**config.mk**
```make
export PLATFORM = sky130hd
export DESIGN_NAME = csi_slave_channel
export DESIGN_NICKNAME = d
export VERILOG_FILES = /design/src/include/csi_pkg.sv /design/src/verilog/csi_slave_channel.sv
export VERILOG_INCLUDE_DIRS = /design/src /design/src/include
export SDC_FILE = /design/constraint.sdc
export NUM_CORES = 1
export LEC_CHECK = 0
export BUFFER_PORTS_ARGS = -buffer_cell sky130_fd_sc_hd__buf_2
export CAP_MARGIN = 20
export CORE_ASPECT_RATIO = 0.75
export CORE_UTILIZATION = 35
export DETAILED_ROUTE_END_ITERATION = 8
export GPL_ROUTABILITY_DRIVEN = 0
export GPL_TIMING_DRIVEN = 0
export PLACE_DENSITY = 0.61
export SLEW_MARGIN = 20
export SYNTH_ARGS = -nofsm -noshare
export SYNTH_HDL_FRONTEND = slang
export SYNTH_SLANG_ARGS = --single-unit
```
**constraint.sdc**
```tcl
create_clock -name clock -period 3.65 [get_ports clock]
set_input_delay 0.73 -clock clock [delete_from_list [all_inputs] [get_ports clock]]
set_output_delay 0.73 -clock clock [all_outputs]
set_load 0.1 [all_outputs]
```
**src/include/csi_slave_map.svh**
```systemverilog
`ifndef CSI_SLAVE_MAP_SVH
`define CSI_SLAVE_MAP_SVH

// register byte offsets
`define CSI_OFF_MODE 8'h00
`define CSI_OFF_SETUP 8'h04
`define CSI_OFF_DATA 8'h08
`define CSI_OFF_STATUS 8'h0c
`define CSI_OFF_OUTLVL 8'h10
`define CSI_OFF_OUTEN 8'h14
`define CSI_OFF_START 8'h18
`define CSI_OFF_STOP 8'h1c
`define CSI_OFF_RUNNING 8'h20
`define CSI_OFF_PRESCALE 8'h24

// mode register fields
`define CSI_MODE_IRQSRC 0
`define CSI_MODE_OPCLK 15

// setup register fields
`define CSI_SETUP_LEN 0
`define CSI_SETUP_MARKED 1
`define CSI_SETUP_ORDER 7
`define CSI_SETUP_CKPOL 12
`define CSI_SETUP_DPHASE 13
`define CSI_SETUP_RXEN 14
`define CSI_SETUP_TXEN 15

// status register fields
`define CSI_STAT_OVR 0
`define CSI_STAT_BFF 5
`define CSI_STAT_BUSY 6

// reset values
`define CSI_RST_MODE 16'h0020
`define CSI_RST_SETUP 16'h0087
`define CSI_RST_PRESCALE 16'h0000

// the external clock must run at or below the operation clock over this ratio
`define CSI_SCLK_MIN_RATIO 6

`endif

```
**src/include/csi_pkg.sv**
```systemverilog
package csi_pkg;

  // channel operating state
  typedef enum logic {
    CSI_STOPPED,
    CSI_RUNNING
  } csi_run_t;

  // axi response code
  typedef logic [1:0] csi_resp_t;

  localparam csi_resp_t CSI_RESP_OKAY = 2'h0;
  localparam csi_resp_t CSI_RESP_SLVERR = 2'h2;

endpackage

```
**src/verilog/csi_slave_channel.sv**
```systemverilog
`timescale 1ns/1ps
`include "csi_slave_map.svh"
// Operation
// - a data write while buffer full replaces the pending transmit word
// - receive-only mode signals transfer end only, never buffer empty
// - transmit modes signal transfer end or buffer empty as configured
// - receive overrun is the only error, shown by its own flag
// - length bit clear gives 7-bit words, set gives 8-bit words
// - serial clock is sampled by operation clock; master keeps it slow
// - data phase bit set moves data half a serial clock earlier
// - clock polarity bit set inverts the serial clock
// - bit order bit clear sends msb first, set sends lsb first
// - operation clock select picks prescaler output a or b
// - interrupt source bit clear fires on transfer completion
// - marked setup bit exists only on channels 0 and 1, else reads one
// - serial words live in data register low byte, baud above
// - receive-only mode drives no serial data output
// - slave operation only on channels built as slave capable
// - writing the stop bit clears running status and stops the channel
module csi_slave_channel #(
  parameter int CHAN_INDEX = 0,      // channel number inside its unit
  parameter int CHAN_BIT = 0,        // bit of this channel in start/stop fields
  parameter bit SLAVE_CAPABLE = 1'b1 // channel supports slave operation
) (
  input wire logic clock,                    // system clock, 50 MHz
  input wire logic rst_n,                    // synchronous reset, active low
  input wire logic [7:0] awaddr,             // write address
  input wire logic awvalid,                  // write address valid
  output logic awready,                      // write address ready
  input wire logic [31:0] wdata,             // write data
  input wire logic [3:0] wstrb,              // write byte strobes
  input wire logic wvalid,                   // write data valid
  output logic wready,                       // write data ready
  output csi_pkg::csi_resp_t bresp,          // write response
  output logic bvalid,                       // write response valid
  input wire logic bready,                   // write response ready
  input wire logic [7:0] araddr,             // read address
  input wire logic arvalid,                  // read address valid
  output logic arready,                      // read address ready
  output logic [31:0] rdata,                 // read data
  output csi_pkg::csi_resp_t rresp,          // read response
  output logic rvalid,                       // read data valid
  input wire logic rready,                   // read data ready
  input wire logic serialClkIn,              // serial clock from the master
  input wire logic serialDataIn,             // serial data from the master
  output logic serialDataOut,                // serial data to the master
  output logic serialDataOutEn,              // high while the data pin is driven
  output logic serialIrq                     // channel interrupt, one-cycle pulse
);
  import csi_pkg::*;
  // applies byte strobes to the low half of a register
  function automatic logic [15:0] mergeLow(input logic [15:0] old, input logic [31:0] d,
                                           input logic [3:0] s);
    mergeLow = {s[1] ? d[15:8] : old[15:8], s[0] ? d[7:0] : old[7:0]};
  endfunction
  // prescaler tick: low sel bits of the free counter all ones
  function automatic logic presTick(input logic [15:0] cnt, input logic [3:0] sel);
    logic [15:0] mask;
    mask = (16'h1 << sel) - 16'h1;
    presTick = (cnt & mask) == mask;
  endfunction
  // bit position for shift step cnt
  function automatic logic [2:0] bitIdx(input logic [3:0] cnt, input logic lsbFirst,
                                        input logic eight);
    logic [3:0] top;
    top = eight ? 4'h7 : 4'h6;
    bitIdx = lsbFirst ? cnt[2:0] : 3'(top - cnt);
  endfunction
  // register state
  logic [15:0] modeReg, setupReg, presSel, presCnt;
  logic [6:0] baudSet;
  logic [7:0] txBuf, rxData, txWord, rxShift;
  logic outLvl, outEn, bufFull, overrun, rxPend, loaded, sdoReg, prevClk;
  logic [3:0] bitCnt;
  csi_run_t runState;
  // pin synchronisers and filtered levels
  logic [2:0] clkSync, datSync;
  logic clkLvl, datLvl;
  // axi holding state
  logic awHeld, wHeld;
  logic [7:0] awAddrQ;
  logic [31:0] wDataQ;
  logic [3:0] wStrbQ;
  // configuration decode
  wire irqSource = modeReg[`CSI_MODE_IRQSRC];
  wire opClkSel = modeReg[`CSI_MODE_OPCLK];
  wire eightBit = setupReg[`CSI_SETUP_LEN];
  wire lsbFirst = setupReg[`CSI_SETUP_ORDER];
  wire clkPol = setupReg[`CSI_SETUP_CKPOL];
  wire dataPhase = setupReg[`CSI_SETUP_DPHASE];
  wire txEn = setupReg[`CSI_SETUP_TXEN];
  wire rxEn = setupReg[`CSI_SETUP_RXEN];
  wire rxOnly = rxEn & ~txEn;
  wire running = runState == CSI_RUNNING;
  wire markedBit = (CHAN_INDEX < 2) ? setupReg[`CSI_SETUP_MARKED] : 1'b1;
  // operation clock tick: the serial clock is only looked at on these
  wire tickA = presTick(presCnt, presSel[3:0]);
  wire tickB = presTick(presCnt, presSel[7:4]);
  wire opTick = opClkSel ? tickB : tickA;
  wire effClk = clkLvl ^ clkPol;
  wire clkRise = opTick & effClk & ~prevClk;
  wire clkFall = opTick & ~effClk & prevClk;
  wire capture = running & (dataPhase ? clkFall : clkRise);
  wire launch = running & (dataPhase ? clkRise : clkFall);
  wire [3:0] lastCnt = eightBit ? 4'h7 : 4'h6;
  wire wordDone = capture & (bitCnt == lastCnt);
  wire [2:0] curIdx = bitIdx(bitCnt, lsbFirst, eightBit);
  wire [2:0] firstIdx = bitIdx(4'h0, lsbFirst, eightBit);
  wire loadNow = running & txEn & ~loaded & (dataPhase | (launch & bitCnt == 4'h0));
  wire bufEmptyEv = loadNow & bufFull;
  // received word with the bit just captured
  logic [7:0] rxNext;
  always_comb begin
    rxNext = rxShift;
    rxNext[curIdx] = datLvl;
  end
  // axi write decode
  wire wrFire = awHeld & wHeld & ~bvalid;
  wire wrMode = wrFire & awAddrQ == `CSI_OFF_MODE;
  wire wrSetup = wrFire & awAddrQ == `CSI_OFF_SETUP;
  wire wrData = wrFire & awAddrQ == `CSI_OFF_DATA;
  wire wrStatus = wrFire & awAddrQ == `CSI_OFF_STATUS;
  wire wrOutLvl = wrFire & awAddrQ == `CSI_OFF_OUTLVL;
  wire wrOutEn = wrFire & awAddrQ == `CSI_OFF_OUTEN;
  wire wrStart = wrFire & awAddrQ == `CSI_OFF_START;
  wire wrStop = wrFire & awAddrQ == `CSI_OFF_STOP;
  wire wrPres = wrFire & awAddrQ == `CSI_OFF_PRESCALE;
  wire wrHit = wrMode | wrSetup | wrData | wrStatus | wrOutLvl | wrOutEn | wrStart | wrStop |
               wrPres | (wrFire & awAddrQ == `CSI_OFF_RUNNING);
  wire dataLowWr = wrData & wStrbQ[0];
  wire startHit = wrStart & wStrbQ[0] & wDataQ[CHAN_BIT] & SLAVE_CAPABLE;
  wire stopHit = wrStop & wStrbQ[0] & wDataQ[CHAN_BIT];
  wire ovrClear = wrStatus & wStrbQ[0] & wDataQ[`CSI_STAT_OVR];
  // axi read decode
  wire rdFire = arvalid & arready;
  wire rdDataLow = rdFire & araddr == `CSI_OFF_DATA & rxEn;
  wire [15:0] setupView = {setupReg[15:2], markedBit, setupReg[0]};
  wire [15:0] statusView = {9'h0, loaded | (bitCnt != 4'h0), bufFull, 4'h0, overrun};
  wire [7:0] dataLowView = rxEn ? rxData : txBuf;
  logic [15:0] rdMux;
  logic rdHit;
  always_comb begin
    rdHit = 1'b1;
    case (araddr)
      `CSI_OFF_MODE: rdMux = modeReg;
      `CSI_OFF_SETUP: rdMux = setupView;
      `CSI_OFF_DATA: rdMux = {baudSet, 1'b0, dataLowView};
      `CSI_OFF_STATUS: rdMux = statusView;
      `CSI_OFF_OUTLVL: rdMux = {15'h0, outLvl};
      `CSI_OFF_OUTEN: rdMux = {15'h0, outEn};
      `CSI_OFF_START: rdMux = 16'h0;
      `CSI_OFF_STOP: rdMux = 16'h0;
      `CSI_OFF_RUNNING: rdMux = {15'h0, running};
      `CSI_OFF_PRESCALE: rdMux = presSel;
      default: begin
        rdMux = 16'h0;
        rdHit = 1'b0;
      end
    endcase
  end
  // handshake outputs: one write and one read in flight at a time
  assign awready = ~awHeld & ~bvalid;
  assign wready = ~wHeld & ~bvalid;
  assign arready = ~rvalid;
  // serial data pin: receive-only never drives it
  assign serialDataOut = (running & txEn) ? sdoReg : outLvl;
  assign serialDataOutEn = outEn & txEn;
  // axi write channel holding and response
  always_ff @(posedge clock) begin
    if (!rst_n) begin
      awHeld <= 1'b0;
      wHeld <= 1'b0;
      awAddrQ <= 8'h00;
      wDataQ <= 32'h0;
      wStrbQ <= 4'h0;
      bvalid <= 1'b0;
      bresp <= CSI_RESP_OKAY;
    end else begin
      if (awvalid & awready) begin
        awHeld <= 1'b1;
        awAddrQ <= awaddr;
      end
      if (wvalid & wready) begin
        wHeld <= 1'b1;
        wDataQ <= wdata;
        wStrbQ <= wstrb;
      end
      if (wrFire) begin
        awHeld <= 1'b0;
        wHeld <= 1'b0;
        bvalid <= 1'b1;
        bresp <= wrHit ? CSI_RESP_OKAY : CSI_RESP_SLVERR;
      end else if (bvalid & bready) begin
        bvalid <= 1'b0;
      end
    end
  end
  // axi read channel: answer one cycle after the address is taken
  always_ff @(posedge clock) begin
    if (!rst_n) begin
      rvalid <= 1'b0;
      rdata <= 32'h0;
      rresp <= CSI_RESP_OKAY;
    end else if (rdFire) begin
      rvalid <= 1'b1;
      rdata <= {16'h0, rdMux};
      rresp <= rdHit ? CSI_RESP_OKAY : CSI_RESP_SLVERR;
    end else if (rready) begin
      rvalid <= 1'b0;
    end
  end
  // configuration registers
  always_ff @(posedge clock) begin
    if (!rst_n) begin
      modeReg <= `CSI_RST_MODE;
      setupReg <= `CSI_RST_SETUP;
      presSel <= `CSI_RST_PRESCALE;
      baudSet <= 7'h00;
      outLvl <= 1'b1;
      outEn <= 1'b0;
    end else begin
      // interrupt source may change mid-run; it is sampled per event
      if (wrMode) modeReg <= mergeLow(modeReg, wDataQ, wStrbQ);
      if (wrSetup) setupReg <= mergeLow(setupReg, wDataQ, wStrbQ);
      if (wrPres) presSel <= mergeLow(presSel, wDataQ, wStrbQ);
      if (wrData & wStrbQ[1]) baudSet <= wDataQ[15:9];
      if (wrOutLvl & wStrbQ[0]) outLvl <= wDataQ[0];
      if (wrOutEn & wStrbQ[0]) outEn <= wDataQ[0];
    end
  end
  // pin synchronisers; a level counts once stages two and three agree
  always_ff @(posedge clock) begin
    if (!rst_n) begin
      clkSync <= 3'h0;
      datSync <= 3'h0;
      clkLvl <= 1'b0;
      datLvl <= 1'b0;
      presCnt <= 16'h0;
    end else begin
      clkSync <= {clkSync[1:0], serialClkIn};
      datSync <= {datSync[1:0], serialDataIn};
      if (clkSync[1] == clkSync[2]) clkLvl <= clkSync[2];
      if (datSync[1] == datSync[2]) datLvl <= datSync[2];
      presCnt <= presCnt + 16'h1;
    end
  end
  // run control and serial shifting
  always_ff @(posedge clock) begin
    if (!rst_n) begin
      runState <= CSI_STOPPED;
      prevClk <= 1'b0;
      bitCnt <= 4'h0;
      loaded <= 1'b0;
      txWord <= 8'h00;
      rxShift <= 8'h00;
      sdoReg <= 1'b1;
    end else begin
      if (opTick) prevClk <= effClk;
      if (stopHit) begin
        runState <= CSI_STOPPED;
        bitCnt <= 4'h0;
        loaded <= 1'b0;
      end else if (startHit) begin
        runState <= CSI_RUNNING;
        bitCnt <= 4'h0;
        loaded <= 1'b0;
        prevClk <= effClk;                              // no false edge at start
      end else begin
        if (loadNow) begin
          txWord <= txBuf;
          loaded <= 1'b1;
          sdoReg <= txBuf[firstIdx];
        end else if (launch & loaded) begin
          sdoReg <= txWord[curIdx];
        end
        if (capture) begin
          rxShift <= rxNext;
          bitCnt <= wordDone ? 4'h0 : bitCnt + 4'h1;
          if (wordDone) loaded <= 1'b0;
        end
      end
    end
  end
  // data buffer, flags and interrupt pulse; hardware set beats software clear
  always_ff @(posedge clock) begin
    if (!rst_n) begin
      txBuf <= 8'h00;
      rxData <= 8'h00;
      bufFull <= 1'b0;
      overrun <= 1'b0;
      rxPend <= 1'b0;
      serialIrq <= 1'b0;
    end else begin
      if (dataLowWr) begin
        txBuf <= wDataQ[7:0];
        bufFull <= 1'b1;
      end else if (loadNow) begin
        bufFull <= 1'b0;
      end
      if (wordDone & rxEn) begin
        rxData <= eightBit ? rxNext : {1'b0, rxNext[6:0]};
        rxPend <= 1'b1;
      end else if (rdDataLow) begin
        rxPend <= 1'b0;
      end
      if (wordDone & rxEn & rxPend & ~rdDataLow) begin
        overrun <= 1'b1;
      end else if (ovrClear) begin
        overrun <= 1'b0;
      end
      // receive-only ignores a buffer-empty selection
      if (irqSource & ~rxOnly) begin
        serialIrq <= bufEmptyEv & running;
      end else begin
        serialIrq <= wordDone;
      end
    end
  end
endmodule
```
==> out/qor.txt <==
crit-path max FO: 10
TritonCTS buffer count: 17
CTS tree: built
Data required, critical path: 3.99 ns
DRT Wirelength: 24400 um
# DRC: 0
htree depth: 4
area delta synth->final: 17.0%
reg2reg end: rxData[7]$_SDFFE_PN0P_
status: finished clean
reg2reg setup slack: 0.14 ns
crit path capture type: register
Placed Cells: 1324
worst vdd ir: 0.000314 V
Worst slew margin: 25.0%
area leader, netlist: dfxtp_1
die height: 136 um
Max Clk Rate: 0.285 GHz
clock share of power: 43.7%
I/O Buffers: 67
dpl ws: -0.369 ns
asr flop ratio synth: 0%
worst r2r src: presSel[7]$_SDFFE_PN0P_
sequential area share after synthesis: 40.8%
DR vias/cell: 5.29
area of the core: 23300 um2
Clock transition at path regs: 0.07 ns
final setup fails: 0
Slew @ Worst Pin: 1.12 ns
# rows: 48
Max Clock Skew: 0.0115 ns
Ys Warns: 0
pin count of the biggest net entering global routing: 17
Final nets: 1113
type of origin of the critical path: register
Arrival @ worst endpoint: 3.85 ns
Final Hold Vio Count: 0
WHS Path Cells: 1
Die Area: 24700 um2
FF-to-FF path depth: 14
initial antenna violation count: 0
min Tclk post-route: 3.51 ns
placed wire-length estimate: 17800 um
Clk Latency, worst-skew pair: 0.45 ns
setup_tns: 0 ns
post-route cell area: 9870 um2
clock tree buffer depth: 2
Global Route Usage Sum: 20.1%
#FFs+latches synth: 172
Worst Setup Path Type: reg2reg
Root Driver: clkbuf_16
DR iter-0 viols: 615
pwr dens: 414 nW/um2
Synth cell types: 72
layout cells sized above 1: 14.9%
die width: 181 um
Post-Syn Instances: 940
n_diodes: 0
Post-Route Utilization: 42.3%
IO Pins: 105
Worst Hold End: clkSync[1]$_SDFF_PN0_
most common cell after layout, fill and taps aside: dfxtp_1
number of flops mapped to enable cells by yosys: 0
Final WS setup: 0.142 ns
Pint: 0.00301 W
Main synth FF type: dfxtp_1
combinational power share: 8.6%
maxcap violations: 0
first-pass detailed-route iteration total: 9
first-pass GRT wire length: 37700 um
initial core utilization: 36.2%
commonest non-fill, non-tap cells in the layout: dfxtp_1 (171), nand2_1 (111), nor2b_1 (108)
Sw Pwr: 0.00108 W
Static Leak: 3.77 nW
Post-Syn Area: 8440 um2
vias in the first global route: 6515
Placement Cell Area: 9210 um2
switch share: 26.4%
worst min path class: reg2reg
Tcrit/Tclk final: 96.1%
top cells by area, synth: dfxtp_1 (41%), mux2i_1 (12%), nor2b_1 (8.0%), nand2_1 (4.9%), a21boi_0 (3.5%)
Final ANT Viol Nets: 0
gr ovfl total: 0
Post-Layout Cell Count: 1357
Final Max Tran Viols: 0
min-delay src: clkSync[0]$_SDFF_PN0_
Synth top area share: 40.8%
wire per inst: 18.0 um
Seq pwr share: 47.7%
vias: 7179
average cell area after synthesis: 8.98 um2
# clock sinks: 172
==> flip-flops by register name, indices dropped and copies added (netlist names), 2 cells and up <==
signal    flops
presSel      16
awAddrQ       8
wDataQ       16
txWord        8
clkSync       3
rdata        16
baudSet       7
setupReg     16
rxData        8
datSync       3
rxShift       8
presCnt      15
modeReg      16
wStrbQ        2
txBuf         8
bitCnt        4
==> layout make-up <==
class / instances / area, um2
multi-input cells: 694 / 4660
clock inverters: 9 / 88.8
inverters: 19 / 71.3
well taps: 300 / 375
plain buffers: 70 / 380
flip-flops and latches: 172 / 3440
fillers: 2354 / 13400
repair buffers: 71 / 363
clock buffers: 22 / 484
==> critical path, stage by stage (launching register included) <==
cell	delay, ns
dfxtp_2	0.42
clkbuf_8	0.21
nand3b_1	0.12
ha_1	0.23
buf_6	0.16
xor2_1	0.15
nor3_1	0.09
o41ai_2	0.37
o311ai_2	0.22
nor4_4	0.37
o221ai_4	0.21
or3b_1	0.40
buf_6	0.17
mux2i_1	0.12
and2_1	0.15
==> routing by layer <==
| layer | part of all wire (%) | routed length (um) | global-route usage, % | vias up |
|---|---|---|---|---|
| li1 | - | - | - | 3479 |
| met1 | 51 | 12500 | 30.3 | 3402 |
| met2 | 39 | 9600 | 27.4 | 275 |
| met3 | 7.8 | 1900 | 5.36 | 23 |
| met4 | 1.4 | 338 | 5.70 | 0 |
| met5 | 0 | 0 | 0 | - |
==> what timing repair did <==
action | in CTS | in global routing
pin swaps | 2 | 2
setup endpoints to repair | 32 | 28
setup buffers | 0 | 3
resized for setup | 5 | 6
hold buffers | 0 | 0
==> Yosys cell counts, drive strengths merged, types with 3 or more instances <==
cell type and instances:
dfxtp 172, nand2 111, nor2b 108, mux2i 98
nor2 45, clkbuf 42, o21ai 42, a21boi 39
buf 30, and2 25, inv 19, nor3 19
a21oi 15, a22oi 15, a222oi 14, nand3 13
mux2 10, xnor2 10, ha 7, nand4 7
nor3b 7, nor4 7, o211ai 7, and3 6
nand2b 6, nand3b 5, or3 5, a32oi 4
o211a 4, xor2 4, a31oi 3, or2 3
==> through the flow <==
step / power [W] / hold slack [ns]
after CTS: 0.00410 / 0.437
after global routing: 0.00421 / 0.454
after detailed placement: 0.00234 / 0.422
final: 0.00409 / 0.433
after floorplan: 0.00224 / 0.412
after global placement: 0.00234 / 0.418
==> power groups by stage <==
stage          combinational, W  clock [W]  sequential, W
6_report               0.000351    0.00179        0.00195
5_1_grt                0.000372    0.00189        0.00195
4_1_cts                0.000348    0.00181        0.00195
3_5_place_dp           0.000348          0        0.00199
3_3_place_gp           0.000346          0        0.00199
2_1_floorplan          0.000235          0        0.00201
==> kinds of logic (layout without fill, tap and decap cells) <==
family | after synthesis | after routing | share of synthesized area, %
flip-flops | 172 | 172 | 40.8
multiplexers | 110 | 110 | 13.5
adder cells (fa/ha/maj) | 7 | 7 | 1.04
AO/OA/AOI/OAI | 171 | 171 | 14.5
XOR/XNOR | 14 | 14 | 1.45
AND/OR/NAND/NOR | 374 | 374 | 23.3
buffers and inverters | 91 | 191 | 5.34
other | 1 | 18 | 0.0444
==> worst max path at each step <==
stage	endpoint	depth (start not counted)	slack, ns	from
6_report	rxData[7]$_SDFFE_PN0P_	14	0.14	presSel[7]$_SDFFE_PN0P_
5_1_grt	rxData[7]$_SDFFE_PN0P_	14	-0.04	presSel[7]$_SDFFE_PN0P_
4_1_cts	rxData[7]$_SDFFE_PN0P_	14	0.02	presSel[6]$_SDFFE_PN0P_
3_5_place_dp	rxData[7]$_SDFFE_PN0P_	16	-0.37	presSel[7]$_SDFFE_PN0P_
3_3_place_gp	rxData[7]$_SDFFE_PN0P_	16	-0.36	presSel[7]$_SDFFE_PN0P_
2_1_floorplan	rxData[7]$_SDFFE_PN0P_	16	0.43	presSel[7]$_SDFFE_PN0P_
(Power assumes the default switching activity.)
